### src/rtl/ccrp_cfg.svh
/*
 * Constants for the configuration CRC readout port: widths, divider range,
 * load-hold figure and check timing.
 * Assumes inclusion by its bare name from the package and design files.
 */
`ifndef CCRP_CFG_SVH
`define CCRP_CFG_SVH

// ----------------------------------------------------------------------------
// Widths and counts
// ----------------------------------------------------------------------------
`define CCRP_WORD_W 32
`define CCRP_SHIFTS_AFTER_LOAD 31
`define CCRP_LOAD_HOLD_CYCLES 2
`define CCRP_DIV_MAX 8
`define CCRP_DIV_W 4
`define CCRP_CHECK_LEN 64
`define CCRP_OSC_DIV_RATIO 2
`define CCRP_RDCLK_DIV 4
`define CCRP_RECONF_PULSE_CYCLES 4
`define CCRP_CRC_POLY 32'h04c11db7

`endif

### src/rtl/ccrp_if.sv
/*
 * Carrier between the CRC readout port and the user logic.
 * The error flag reaches the core through a two-way pin; the wire level is
 * resolved here from the enable.
 */
`timescale 1ns/1ps

interface ccrp_if;
    logic rd_clk_en;
    logic shift_nload;
    logic load_src;
    logic serial_out;
    logic err_pin_o;
    logic err_pin_oe;
    logic err_pin_i;
    logic reconfig_request_n;

    // Two-way pin level, pulled low when nobody drives it
    assign err_pin_i = err_pin_oe ? err_pin_o : 1'b0;

    modport dev (input rd_clk_en, input shift_nload, input load_src, input reconfig_request_n,
                 output serial_out, output err_pin_o, output err_pin_oe);
    modport usr (output rd_clk_en, output shift_nload, output load_src, output reconfig_request_n,
                 input serial_out, input err_pin_i);
endinterface : ccrp_if

### src/rtl/ccrp_device.sv
/*
 * Device end of the configuration CRC readout port: readout shift register,
 * precomputed and signature registers, periodic check engine and error flag.
 * Assumes the user end drives the readout clock enable, selects and
 * reconfiguration request over ccrp_if; one core clock at 100 MHz.
 */
// Operation
// - Load and shift only on readout clock edge
// - Select high shifts one bit per edge
// - Select low loads from chosen source
// - User holds select low two cycles
// - Source zero loads precomputed CRC register
// - Source one loads computed signature register
// - Source ignored while shifting
// - Error flag timed by oscillator, not readout
// - Flag high when computed CRC mismatches
// - Flag reaches core via enabled two-way pin
// - One bit per cycle, 31 more clocks
// - System pulses reconfig_request_n after error
// - Flag holds until clean next calculation
// - Check clock is oscillator over two-to-n
// - Precomputed register loaded before user mode
`timescale 1ns/1ps
`include "ccrp_cfg.svh"

module ccrp_device #(
    parameter int WORD_W = `CCRP_WORD_W,
    parameter int CHECK_LEN = `CCRP_CHECK_LEN
) (
    // Clock and reset
    input wire logic i_core_clk,
    input wire logic i_nrst,
    // Configuration image side
    input wire logic i_config_done,
    input wire logic [WORD_W-1:0] i_expected_sig,
    input wire logic i_cfg_bit,
    input wire logic [`CCRP_DIV_W-1:0] i_div_exp,
    // Link to the user end
    ccrp_if.dev link,
    // Status
    output logic o_user_mode,
    output logic o_check_done
);
    // ------------------------------------------------------------------------
    // Oscillator tick and check clock divider
    // ------------------------------------------------------------------------
    logic osc_tick_reg, osc_tick_next;
    logic [`CCRP_DIV_MAX-1:0] div_cnt_reg, div_cnt_next;
    logic chk_tick;
    logic [`CCRP_DIV_W-1:0] div_exp_lim;

    // Exponent beyond the valid range is clamped to the largest divisor
    assign div_exp_lim = (i_div_exp > `CCRP_DIV_W'(`CCRP_DIV_MAX)) ? `CCRP_DIV_W'(`CCRP_DIV_MAX) : i_div_exp;

    // Core clock over two stands in for the internal oscillator
    always_comb begin
        osc_tick_next = ~osc_tick_reg;
        div_cnt_next = div_cnt_reg;
        if (osc_tick_reg) begin
            div_cnt_next = div_cnt_reg + 1'b1;
        end
    end

    // Check enable fires once per 2^n oscillator ticks
    always_comb begin
        chk_tick = 1'b0;
        if (osc_tick_reg) begin
            if (div_exp_lim == '0) begin
                chk_tick = 1'b1;
            end else begin
                chk_tick = ((div_cnt_reg & ((`CCRP_DIV_MAX'(1) << div_exp_lim) - 1'b1))
                            == ((`CCRP_DIV_MAX'(1) << div_exp_lim) - 1'b1));
            end
        end
    end

    always_ff @(posedge i_core_clk) begin
        if (!i_nrst) begin
            osc_tick_reg <= 1'b0;
            div_cnt_reg <= '0;
        end else begin
            osc_tick_reg <= osc_tick_next;
            div_cnt_reg <= div_cnt_next;
        end
    end

    // ------------------------------------------------------------------------
    // Precomputed register and user mode
    // ------------------------------------------------------------------------
    logic [WORD_W-1:0] precomp_reg, precomp_next;
    logic user_mode_reg, user_mode_next;

    // Expected signature captured when configuration ends
    always_comb begin
        precomp_next = precomp_reg;
        user_mode_next = user_mode_reg;
        if (i_config_done && !user_mode_reg) begin
            precomp_next = i_expected_sig;
            user_mode_next = 1'b1;
        end
        if (!link.reconfig_request_n) begin
            user_mode_next = 1'b0;
        end
    end

    always_ff @(posedge i_core_clk) begin
        if (!i_nrst) begin
            precomp_reg <= '0;
            user_mode_reg <= 1'b0;
        end else begin
            precomp_reg <= precomp_next;
            user_mode_reg <= user_mode_next;
        end
    end

    // ------------------------------------------------------------------------
    // Check engine: serial CRC over the configuration bit stream
    // ------------------------------------------------------------------------
    localparam logic [WORD_W-1:0] POLY = `CCRP_CRC_POLY;
    logic [WORD_W-1:0] crc_reg, crc_next;
    logic [WORD_W-1:0] sig_reg, sig_next;
    logic [$clog2(CHECK_LEN)-1:0] bit_cnt_reg, bit_cnt_next;
    logic err_reg, err_next;
    logic done_reg, done_next;
    logic fb;

    // One stream bit per check tick; compare at the end of each pass
    always_comb begin
        fb = crc_reg[WORD_W-1] ^ i_cfg_bit;
        crc_next = crc_reg;
        sig_next = sig_reg;
        bit_cnt_next = bit_cnt_reg;
        err_next = err_reg;
        done_next = 1'b0;
        if (user_mode_reg && chk_tick) begin
            crc_next = {crc_reg[WORD_W-2:0], 1'b0} ^ (fb ? POLY : '0);
            bit_cnt_next = bit_cnt_reg + 1'b1;
            if (bit_cnt_reg == ($clog2(CHECK_LEN))'(CHECK_LEN - 1)) begin
                sig_next = crc_next;
                err_next = (crc_next != precomp_reg);
                crc_next = '0;
                bit_cnt_next = '0;
                done_next = 1'b1;
            end
        end
    end

    // Flag updates only on oscillator-derived ticks
    always_ff @(posedge i_core_clk) begin
        if (!i_nrst) begin
            crc_reg <= '0;
            sig_reg <= '0;
            bit_cnt_reg <= '0;
            err_reg <= 1'b0;
            done_reg <= 1'b0;
        end else begin
            crc_reg <= crc_next;
            sig_reg <= sig_next;
            bit_cnt_reg <= bit_cnt_next;
            err_reg <= err_next;
            done_reg <= done_next;
        end
    end

    // ------------------------------------------------------------------------
    // Readout shift register
    // ------------------------------------------------------------------------
    logic [WORD_W-1:0] sr_reg, sr_next;

    // Load or shift on each readout clock rising edge
    always_comb begin
        sr_next = sr_reg;
        if (link.rd_clk_en) begin
            if (link.shift_nload) begin
                sr_next = {sr_reg[WORD_W-2:0], 1'b0};
            end else if (link.load_src) begin
                sr_next = sig_reg;
            end else begin
                sr_next = precomp_reg;
            end
        end
    end

    always_ff @(posedge i_core_clk) begin
        if (!i_nrst) begin
            sr_reg <= '0;
        end else begin
            sr_reg <= sr_next;
        end
    end

    // ------------------------------------------------------------------------
    // Outputs
    // ------------------------------------------------------------------------
    assign link.serial_out = sr_reg[WORD_W-1];
    assign link.err_pin_o = err_reg;
    assign link.err_pin_oe = 1'b1;
    assign o_user_mode = user_mode_reg;
    assign o_check_done = done_reg;
endmodule : ccrp_device

### src/flat_wrapper.sv
// flat-port wrapper written by rule: the top's interface ports become plain ports
module ccrp_device_flat 
#(
    parameter int WORD_W = `CCRP_WORD_W,
    parameter int CHECK_LEN = `CCRP_CHECK_LEN
)
  (i_core_clk, i_nrst, i_config_done, i_expected_sig, i_cfg_bit, i_div_exp, o_user_mode, o_check_done, link_rd_clk_en, link_shift_nload, link_load_src, link_reconfig_request_n, link_serial_out, link_err_pin_o, link_err_pin_oe);
  ccrp_if link_i ();
  input wire logic i_core_clk;
  input wire logic i_nrst;
  input wire logic i_config_done;
  input wire logic [WORD_W-1:0] i_expected_sig;
  input wire logic i_cfg_bit;
  input wire logic [`CCRP_DIV_W-1:0] i_div_exp;
  output logic o_user_mode;
  output logic o_check_done;
  input wire logic [$bits(link_i.rd_clk_en)-1:0] link_rd_clk_en;
  input wire logic [$bits(link_i.shift_nload)-1:0] link_shift_nload;
  input wire logic [$bits(link_i.load_src)-1:0] link_load_src;
  input wire logic [$bits(link_i.reconfig_request_n)-1:0] link_reconfig_request_n;
  output wire logic [$bits(link_i.serial_out)-1:0] link_serial_out;
  output wire logic [$bits(link_i.err_pin_o)-1:0] link_err_pin_o;
  output wire logic [$bits(link_i.err_pin_oe)-1:0] link_err_pin_oe;
  assign link_i.rd_clk_en = link_rd_clk_en;
  assign link_i.shift_nload = link_shift_nload;
  assign link_i.load_src = link_load_src;
  assign link_i.reconfig_request_n = link_reconfig_request_n;
  assign link_serial_out = link_i.serial_out;
  assign link_err_pin_o = link_i.err_pin_o;
  assign link_err_pin_oe = link_i.err_pin_oe;
  ccrp_device #(.WORD_W(WORD_W), .CHECK_LEN(CHECK_LEN)) u_core (.i_core_clk(i_core_clk), .i_nrst(i_nrst), .i_config_done(i_config_done), .i_expected_sig(i_expected_sig), .i_cfg_bit(i_cfg_bit), .i_div_exp(i_div_exp), .link(link_i), .o_user_mode(o_user_mode), .o_check_done(o_check_done));
endmodule
### config.mk
export PLATFORM = sky130hd
export DESIGN_NAME = ccrp_device_flat
export DESIGN_NICKNAME = d
export VERILOG_FILES = /design/src/rtl/ccrp_if.sv /design/src/rtl/ccrp_device.sv /design/src/flat_wrapper.sv
export VERILOG_INCLUDE_DIRS = /design/src /design/src/rtl
export SDC_FILE = /design/constraint.sdc
export NUM_CORES = 1
export LEC_CHECK = 0
export BUFFER_PORTS_ARGS = -buffer_cell sky130_fd_sc_hd__buf_2
export CAP_MARGIN = 0
export CORE_MARGIN = 5
export CORE_UTILIZATION = 59
export CTS_BUF_LIST = sky130_fd_sc_hd__clkbuf_2 sky130_fd_sc_hd__clkbuf_4 sky130_fd_sc_hd__clkbuf_8
export DETAILED_ROUTE_END_ITERATION = 12
export PLACE_DENSITY_LB_ADDON = 0.05
export SLEW_MARGIN = 10
export SYNTH_ARGS = -nofsm -noshare
export SYNTH_HDL_FRONTEND = slang
export SYNTH_SLANG_ARGS = --single-unit
### constraint.sdc
create_clock -name i_core_clk -period 3 [get_ports i_core_clk]
set_input_delay 0.6 -clock i_core_clk [delete_from_list [all_inputs] [get_ports i_core_clk]]
set_output_delay 0.6 -clock i_core_clk [all_outputs]
set_load 0.05 [all_outputs]
Yosys cells after proc, flatten, opt, wreduce, memory -nomap -nowiden
Index checks and enable logic that the tools add are counted.
{"block": "totals", "reg_bits": 146, "latchBits": 0, "mem_bits_rw": 0, "romBits": 0, "inputBits": 44, "output_inout_bits": 5, "elab_cells": 38, "mem_count": 0}
{"block": "op_classes", "n_addsub": 3, "multipliers": 0, "div_mod_pow": 0, "n_lt_le_gt_ge": 1, "n_eq_ne": 3, "shift": 1, "muxes": 9, "bitwise": 4, "n_reduce_logical": 7}
{"operator": "2-to-1 mux 32 bit", "n": 3}
{"operator": "inequality test 32 bit", "n": 1}
{"operator": "bitwise XOR 32 bit", "n": 1}
{"operator": "2-to-1 mux 27 bit", "n": 1}
{"operator": "adder 8 x 1 -> 8 bit, second input constant", "n": 1}
{"operator": "AND 8 bit", "n": 1}
{"operator": "equality test 8 bit", "n": 1}
{"operator": "<< shifter 1 x 4 -> 8 bit, first input constant", "n": 1}
{"operator": "subtractor 8 x 1 -> 8 bit, second input constant", "n": 1}
{"operator": "adder 6 x 1 -> 6 bit, second input constant", "n": 1}
{"operator": "equality test 6 bit, second input constant", "n": 1}
{"operator": "2-to-1 mux 6 bit", "n": 1}
{"operator": "AND reduction 2 bit", "n": 3}
{"operator": "> comparator 4 bit, second input constant", "n": 1}
{"operator": "zero test 4 bit", "n": 1}
{"operator": "2-to-1 mux 4 bit", "n": 1}
{"operator": "2-to-1 mux 1 bit", "n": 3}
{"operator": "logical AND 1 bit", "n": 2}
{"operator": "zero test 1 bit", "n": 1}
{"operator": "inverter 1 bit", "n": 1}
{"operator": "bitwise XOR 1 bit", "n": 1}

Longest topological paths before layout
Gate-level depths: netlist of the first run.
{"block": "logic_depth", "ltp_word": 10, "mapped_depth": 11}

Worst setup path after synthesis of the first run
OpenSTA, ideal clock, no wires.
{"block": "synth_timing", "kind": "input port to flip-flop", "startpoint": "in i_div_exp[1]", "endpoint": "reg u_core.bit_cnt_reg[3]", "setup_time_ps": 116, "arrival_ps": 2493, "path_slack_ps": 390, "stages": 11, "cell_sequence": "nor3_1 > nand2b_2 > ha_1 > nor2b_1 > mux2i_1 > nor2b_1 > a31o_2 > buf_6 > buf_6 > nand3_1 > o211a_1"}
{"block": "synth_via", "elab_chain_cells": 9, "elab_cells_between_ends": 10, "classes_between": "add/sub: 1; order compare: 1; eq/ne: 1; shift: 1; mux: 3; bitwise: 1; reduce/logical: 2"}
{"item": "from (decl)", "line_no": "flat_wrapper.sv:14", "source": "input wire logic [`CCRP_DIV_W-1:0] i_div_exp;"}
{"item": "> comparator 4 bit", "line_no": "ccrp_device.sv:53", "source": "assign div_exp_lim = (i_div_exp > `CCRP_DIV_W'(`CCRP_DIV_MAX)) ? `CCRP_DIV_W'(`CCRP_DIV_MAX) : i_div_exp;"}
{"item": "2-to-1 mux 4 bit (*)", "line_no": "ccrp_device.sv:53"}
{"item": "<< shifter 1 x 4 -> 8 bit (no line)"}
{"item": "subtractor 8 x 1 -> 8 bit", "line_no": "ccrp_device.sv:71, ccrp_device.sv:72"}
{"item": "AND 8 bit", "line_no": "ccrp_device.sv:71", "source": "chk_tick = ((div_cnt_reg & ((`CCRP_DIV_MAX'(1) << div_exp_lim) - 1'b1))"}
{"item": "equality test 8 bit", "line_no": "ccrp_device.sv:71"}
{"item": "2-to-1 mux 1 bit (*)", "line_no": "ccrp_device.sv:68", "source": "if (div_exp_lim == '0) begin"}
{"item": "2-to-1 mux 1 bit (*)", "line_no": "ccrp_device.sv:67", "source": "if (osc_tick_reg) begin"}
{"item": "logical AND 1 bit (*)", "line_no": "ccrp_device.sv:135", "source": "if (user_mode_reg && chk_tick) begin"}
{"item": "to (signal assigned)", "line_no": "ccrp_device.sv:159", "source": "bit_cnt_reg <= bit_cnt_next;"}
{"item": "to (decl)", "line_no": "ccrp_device.sv:122", "source": "logic [$clog2(CHECK_LEN)-1:0] bit_cnt_reg, bit_cnt_next;"}
Every way passes the cells marked *; elsewhere a longest branch is shown, timed or not.
A chain may end at the register's enable or synchronous reset.

Final worst setup path of the first run
{"block": "layout_timing", "startpoint": "in i_div_exp[1]", "endpoint": "reg u_core.bit_cnt_reg[2]"}
Same word-level chain as after synthesis.

==> impl_metrics.json, run 1 <==
{
  "floorplan.io_pins": 49,
  "power.clock.fraction_pct": 36.6,
  "clk_pin_slew_worst_paths_ps": 80,
  "max-clock-path-buffers": 2,
  "port_buffers": 47,
  "post_cts.repair.setup_buffers": 0,
  "synth_top_flop_cell": "dfxtp_1",
  "regToRegStartpoint": "u_core.bit_cnt_reg[0]",
  "grt_start_max_net_pins": 75,
  "drv_slew": 0,
  "holdCritPathClass": "in -> reg",
  "fin_setup_tns_ps": 0,
  "global_route.overflow_total": 0,
  "antenna_left": 0,
  "tightest_slew_ps": 970,
  "ys_warn_count": 0,
  "rsz0062_at_grt": "false",
  "cts_tree": "yes",
  "power_frac_comb_pct": 8.5,
  "cellPowerDensity_mw_per_mm2": 479,
  "hold_buffers": 0,
  "ys_ff_latch": 146,
  "floorplan.die.width_um": 119,
  "worstSetupStartpointType": "input pin",
  "sequentialPowerShare_pct": 54.9,
  "routabilityCongestion": 0.880,
  "drt_first_pass_iters": 5,
  "core_area_sq_mm": 0.0115,
  "htreeDepth": 4,
  "storage_element_area_sq_mm": 0.00292,
  "finish.instance_area_sq_mm": 0.00765,
  "routed_via_count": 5479,
  "r2r.worst_path.cells": 8,
  "preCtsSetupSlack_ps": 12.4,
  "final.setup.worst_slack_ps": 435,
  "post-layout-total-power_uw": 3660,
  "final_cell_mix": "nand2_1, dfxtp_1, mux2i_1",
  "layout.cells.most_common": "nand2_1",
  "fin_nets": 881,
  "hold_depth": 2,
  "layout_worst_path_cycle_share_pct": 85.5,
  "crit_path_max_fanout": 38,
  "standard_cell_area_after_detailed_placement_sq_mm": 0.00731,
  "r2r_slack_ps": 980,
  "clock_root_buffer": "clkbuf_8",
  "cap_violations": 0,
  "worst-setup-path-type": "in -> reg",
  "required_ps": 3350,
  "grt_pass1_wl_um": 25600,
  "post-dp-hpwl_um": 9880,
  "p_leak_uw": 0.00288,
  "fmax_mhz": 390,
  "synthesis.area_per_instance_sq_um": 8.57,
  "slew_hr_pct": 35.3,
  "synth_edf_count": 0,
  "worst_clock_skew_ps": 9.67,
  "insertion_delay_ps": 450,
  "p_int_uw": 2720,
  "synth_cell_types": 45,
  "area_growth_syn_to_layout_pct": 9.61,
  "clock_sinks": 146,
  "finalSetupViolCount": 0,
  "antenna_found_initial": 0,
  "drive_above_1_share_pct": 12.2,
  "routed_via_density": 5.53,
  "finalWirelength_um": 14900,
  "switchingPower_uw": 938,
  "multi_input_area_sq_mm": 0.00378,
  "p_sw_share_pct": 25.6,
  "whs_endpoint": "u_core.o_user_mode",
  "outcome": "completed",
  "die_height_um": 119,
  "initialDrtViolationCount": 378,
  "syn-num-nets": 861,
  "grt.total_usage_pct": 21.9,
  "first_global_vias": 5306,
  "cts_buffers": 17,
  "period_needed_ps": 2570,
  "min-delay-start": "link_reconfig_request_n",
  "initial_core_util_pct": 60.6,
  "worst_setup_path_end_kind": "flop",
  "ir_worst_vdd_v": 0.000474,
  "synthCells": 814,
  "synth_area_sq_mm": 0.00698,
  "ys_async_sr_fraction_pct": 0,
  "placement_row_count": 39,
  "crit_arrival_ps": 2910,
  "timing_hold_violations_final": 0,
  "num_antenna_cells": 0,
  "fillers": 990,
  "wire_per_inst_um": 15.1,
  "timing.hold.ws_ps": 385,
  "dieArea_sq_mm": 0.0141,
  "drc_errors": 0,
  "rr_endpoint": "u_core.link.err_pin_o",
  "seq_area_frac_synth_pct": 41.9,
  "cts_resized": 0
}
[routing by layer]
layer	vias up	GRT usage [%]	part of all wire, %
met4	0	6.37	1.4
met5	-	0	0
met3	17	5.21	3.8
met2	86	36.0	47
li1	2778	-	-
met1	2598	28.9	48
[power by group through the flow]
stage          sequential, uW  combinational [uW]  clock, uW
6_report                 2010                 310       1340
2_1_floorplan            2040                 221          0
4_1_cts                  2010                 312       1360
3_3_place_gp             2050                 302          0
5_1_grt                  2010                 343       1450
3_5_place_dp             2060                 311          0
[kinds of logic (layout without fill, tap and decap cells)]
kind of cell / count (synthesis) / in the layout / share of synthesized area [%]
other cells: 1 / 1 / 0.0538
xor+xnor: 51 / 51 / 6.40
mux: 67 / 67 / 9.61
fa+ha+maj: 3 / 3 / 0.538
simple gates: 332 / 332 / 21.6
flops: 146 / 146 / 41.9
compound gates: 153 / 153 / 15.8
buf+inv: 61 / 94 / 4.18
[final cells by class]
| class | instances | share of cell area [%] |
|---|---|---|
| well taps | 143 | 2.34 |
| flip-flops and latches | 146 | 38.2 |
| repair buffers | 60 | 5.53 |
| clock inverters | 12 | 0.867 |
| clock buffers | 20 | 3.52 |
| inverters | 2 | 0.0982 |
| multi-input cells | 607 | 49.4 |
[synth_stat cells, types with 5 or more instances]
cell type / n / area share (%)
o21ai_0: 35 / 2.5
and2_1: 6 / 0.54
a21boi_0: 49 / 5.3
nor2_1: 11 / 0.59
nand2_1: 205 / 11
nand4_1: 10 / 0.90
nand3_1: 39 / 2.8
mux2i_1: 67 / 9.6
dfxtp_1: 146 / 42
buf_6: 6 / 0.97
nor2b_1: 37 / 3.3
clkbuf_1: 41 / 2.2
a21boi_1: 52 / 5.6
buf_2: 5 / 0.36
xor2_1: 9 / 1.1
nor3_1: 5 / 0.36
xnor2_1: 42 / 5.3
[worst max-delay path, cell delays in order]
cell	delay (ps)
buf_2	140
nor3_1	310
nand2b_2	180
ha_1	280
nor2b_1	150
mux2i_1	190
nor2b_1	300
a31o_2	230
buf_12	200
a21boi_0	120
o21a_1	190
[stage by stage]
stage | instances | utilization [%]
6_report | 990 | 66.4
5_1_grt | 990 | 66.4
4_1_cts | 990 | 66.4
3_5_place_dp | 958 | 63.5
3_3_place_gp | 958 | 63.5
2_1_floorplan | 814 | -
[how the worst max path moves through the flow]
stage / start / cells after the start / slack (ps) / endpoint
6_report: i_div_exp[1] / 11 / 430 / u_core.bit_cnt_reg[2]
5_1_grt: i_div_exp[1] / 11 / 280 / u_core.link.err_pin_o
4_1_cts: i_div_exp[1] / 11 / 490 / u_core.bit_cnt_reg[2]
3_5_place_dp: i_div_exp[1] / 11 / 10 / u_core.bit_cnt_reg[2]
3_3_place_gp: i_div_exp[1] / 11 / 180 / u_core.bit_cnt_reg[2]
2_1_floorplan: i_div_exp[1] / 11 / 390 / u_core.bit_cnt_reg[3]
No activity file was read; power rests on OpenSTA's default activity.
==> inputs of run 2 (changes only) <==
Settings changed: CORE_MARGIN 5 to default, CORE_UTILIZATION 59 to 50.
==> run 2 against run 1 <==
Largest cell class unchanged. Total power increased by 15%. Cell area increased by 2.3%. Cell count increased by 3.7%. Wire length increased by 3.0%. Fmax increased by 2.2%. Flip-flop and latch count unchanged. Worst setup slack improved by 56 ps. Sequential power about the same. Via count decreased by 0.47%. Critical endpoint is now u_core.crc_reg[9]. Register-to-register slack about the same. Worst hold slack improved by 2.8 ps. Utilization decreased by 8.0 points.
==> impl_metrics.json, run 2 (synthesis results as in run 1) <==
{
  "outcome": "completed",
  "drt_first_pass_iters": 4,
  "grt_start_max_net_pins": 68,
  "cap_violations": 0,
  "drv_slew": 0,
  "cts_resized": 0,
  "drive_above_1_share_pct": 12.6,
  "num_antenna_cells": 0,
  "first_global_vias": 5211,
  "timing_hold_violations_final": 0,
  "cts_buffers": 17,
  "antenna_found_initial": 0,
  "max-clock-path-buffers": 2,
  "clock_sinks": 146,
  "fin_setup_tns_ps": 0,
  "htreeDepth": 4,
  "routabilityCongestion": 0.793,
  "worst_setup_path_end_kind": "flop",
  "worst-setup-path-type": "in -> reg",
  "area_growth_syn_to_layout_pct": 12.1,
  "core_area_sq_mm": 0.0134,
  "clock_root_buffer": "clkbuf_8",
  "fmax_mhz": 399,
  "grt.total_usage_pct": 23.1,
  "fillers": 1260,
  "floorplan.die.width_um": 120,
  "routed_via_density": 5.31,
  "layout.cells.most_common": "nand2_1",
  "routed_via_count": 5453,
  "final_cell_mix": "nand2_1, dfxtp_1, mux2i_1",
  "global_route.overflow_total": 0,
  "floorplan.io_pins": 49,
  "layout_worst_path_cycle_share_pct": 83.6,
  "fin_nets": 885,
  "rsz0062_at_grt": "false",
  "initial_core_util_pct": 52.1,
  "period_needed_ps": 2510,
  "grt_pass1_wl_um": 26200,
  "post_cts.repair.setup_buffers": 0,
  "tightest_slew_ps": 677,
  "finalSetupViolCount": 0,
  "final_util_pct": 58.4,
  "placement_row_count": 42,
  "crit_path_max_fanout": 16,
  "drc_errors": 0,
  "die_height_um": 120,
  "worstSetupStartpointType": "input pin",
  "wire_per_inst_um": 15.0,
  "slew_hr_pct": 54.7,
  "cellPowerDensity_mw_per_mm2": 536,
  "dieArea_sq_mm": 0.0144,
  "hold_buffers": 0,
  "clk_pin_slew_worst_paths_ps": 80,
  "required_ps": 3360,
  "finalWirelength_um": 15400,
  "port_buffers": 47,
  "holdCritPathClass": "in -> reg",
  "insertion_delay_ps": 450,
  "p_leak_uw": 0.00295,
  "antenna_left": 0,
  "initialDrtViolationCount": 314,
  "post-dp-hpwl_um": 10300,
  "crit_arrival_ps": 2870,
  "cts_tree": "yes",
  "worst_clock_skew_ps": 10.3,
  "ir_worst_vdd_v": 0.000328
}
-- run 2: cell count changes in the layout (fill, tap and decap cells not counted), sizes merged --
cell	previous run	this run
clkbuf	20	22
buf	60	64
bufinv	0	6
clkinv	11	4
clkinvlp	1	0
-- run 2: path summary, 6_finish.rpt --
kind	startpoint	cells past startpoint	end	slack, ps
min reg2reg	u_core.sig_reg[19]	2	u_core.sig_reg[19]	450
min	i_expected_sig[22]	3	u_core.precomp_reg[22]	390
max	i_div_exp[1]	11	u_core.crc_reg[9]	490
max reg2reg	u_core.bit_cnt_reg[0]	8	u_core.sig_reg[0]	980
-- run 2: power by group --
group          total [uW]  switching [uW]  internal, uW
combinational         309             172           137
sequential           2010            38.3          1970
clock                1870             730          1140
total                4190             941          3250
-- run 2: layer usage --
metal | track usage, % | up-vias | wire length [um]
li1 | - | 2790 | -
met1 | 30.8 | 2568 | 7580
met2 | 37.0 | 80 | 7010
met3 | 5.18 | 15 | 561
met4 | 7.34 | 0 | 243
met5 | 0 | - | 0
-- run 2: area by class of cell --
type / instances / area, sq um / share of cell area [%]
Tap cell: 176 / 220 / 2.82
Clock buffer: 22 / 284 / 3.63
Inverter: 2 / 7.51 / 0.0960
Multi-Input combinational cell: 607 / 3780 / 48.3
Timing Repair Buffer: 64 / 403 / 5.15
Clock inverter: 10 / 204 / 2.61
Sequential cell: 146 / 2920 / 37.4
-- run 2: critical path, cell delays in order --
cell      delay [ps]
buf_2            140
nor3_1           300
nand2b_2         170
ha_1             280
and2_1           170
o211ai_1         200
a21o_1           270
a31o_2           240
buf_4            230
nand3_1           90
a21boi_0         190
-- run 2: stage by stage --
stage | std cells | hold WS (ps) | cell area (sq um) | power (uW) | setup slack, ps
floorplan | 814 | 430 | 6980 | 2260 | 390
global placement | 995 | 438 | 7330 | 2360 | 216
detailed placement | 995 | 446 | 7330 | 2370 | 53.1
CTS | 1027 | 364 | 7820 | 4240 | 520
global route | 1027 | 367 | 7820 | 4370 | 308
finish | 1027 | 388 | 7820 | 4190 | 491
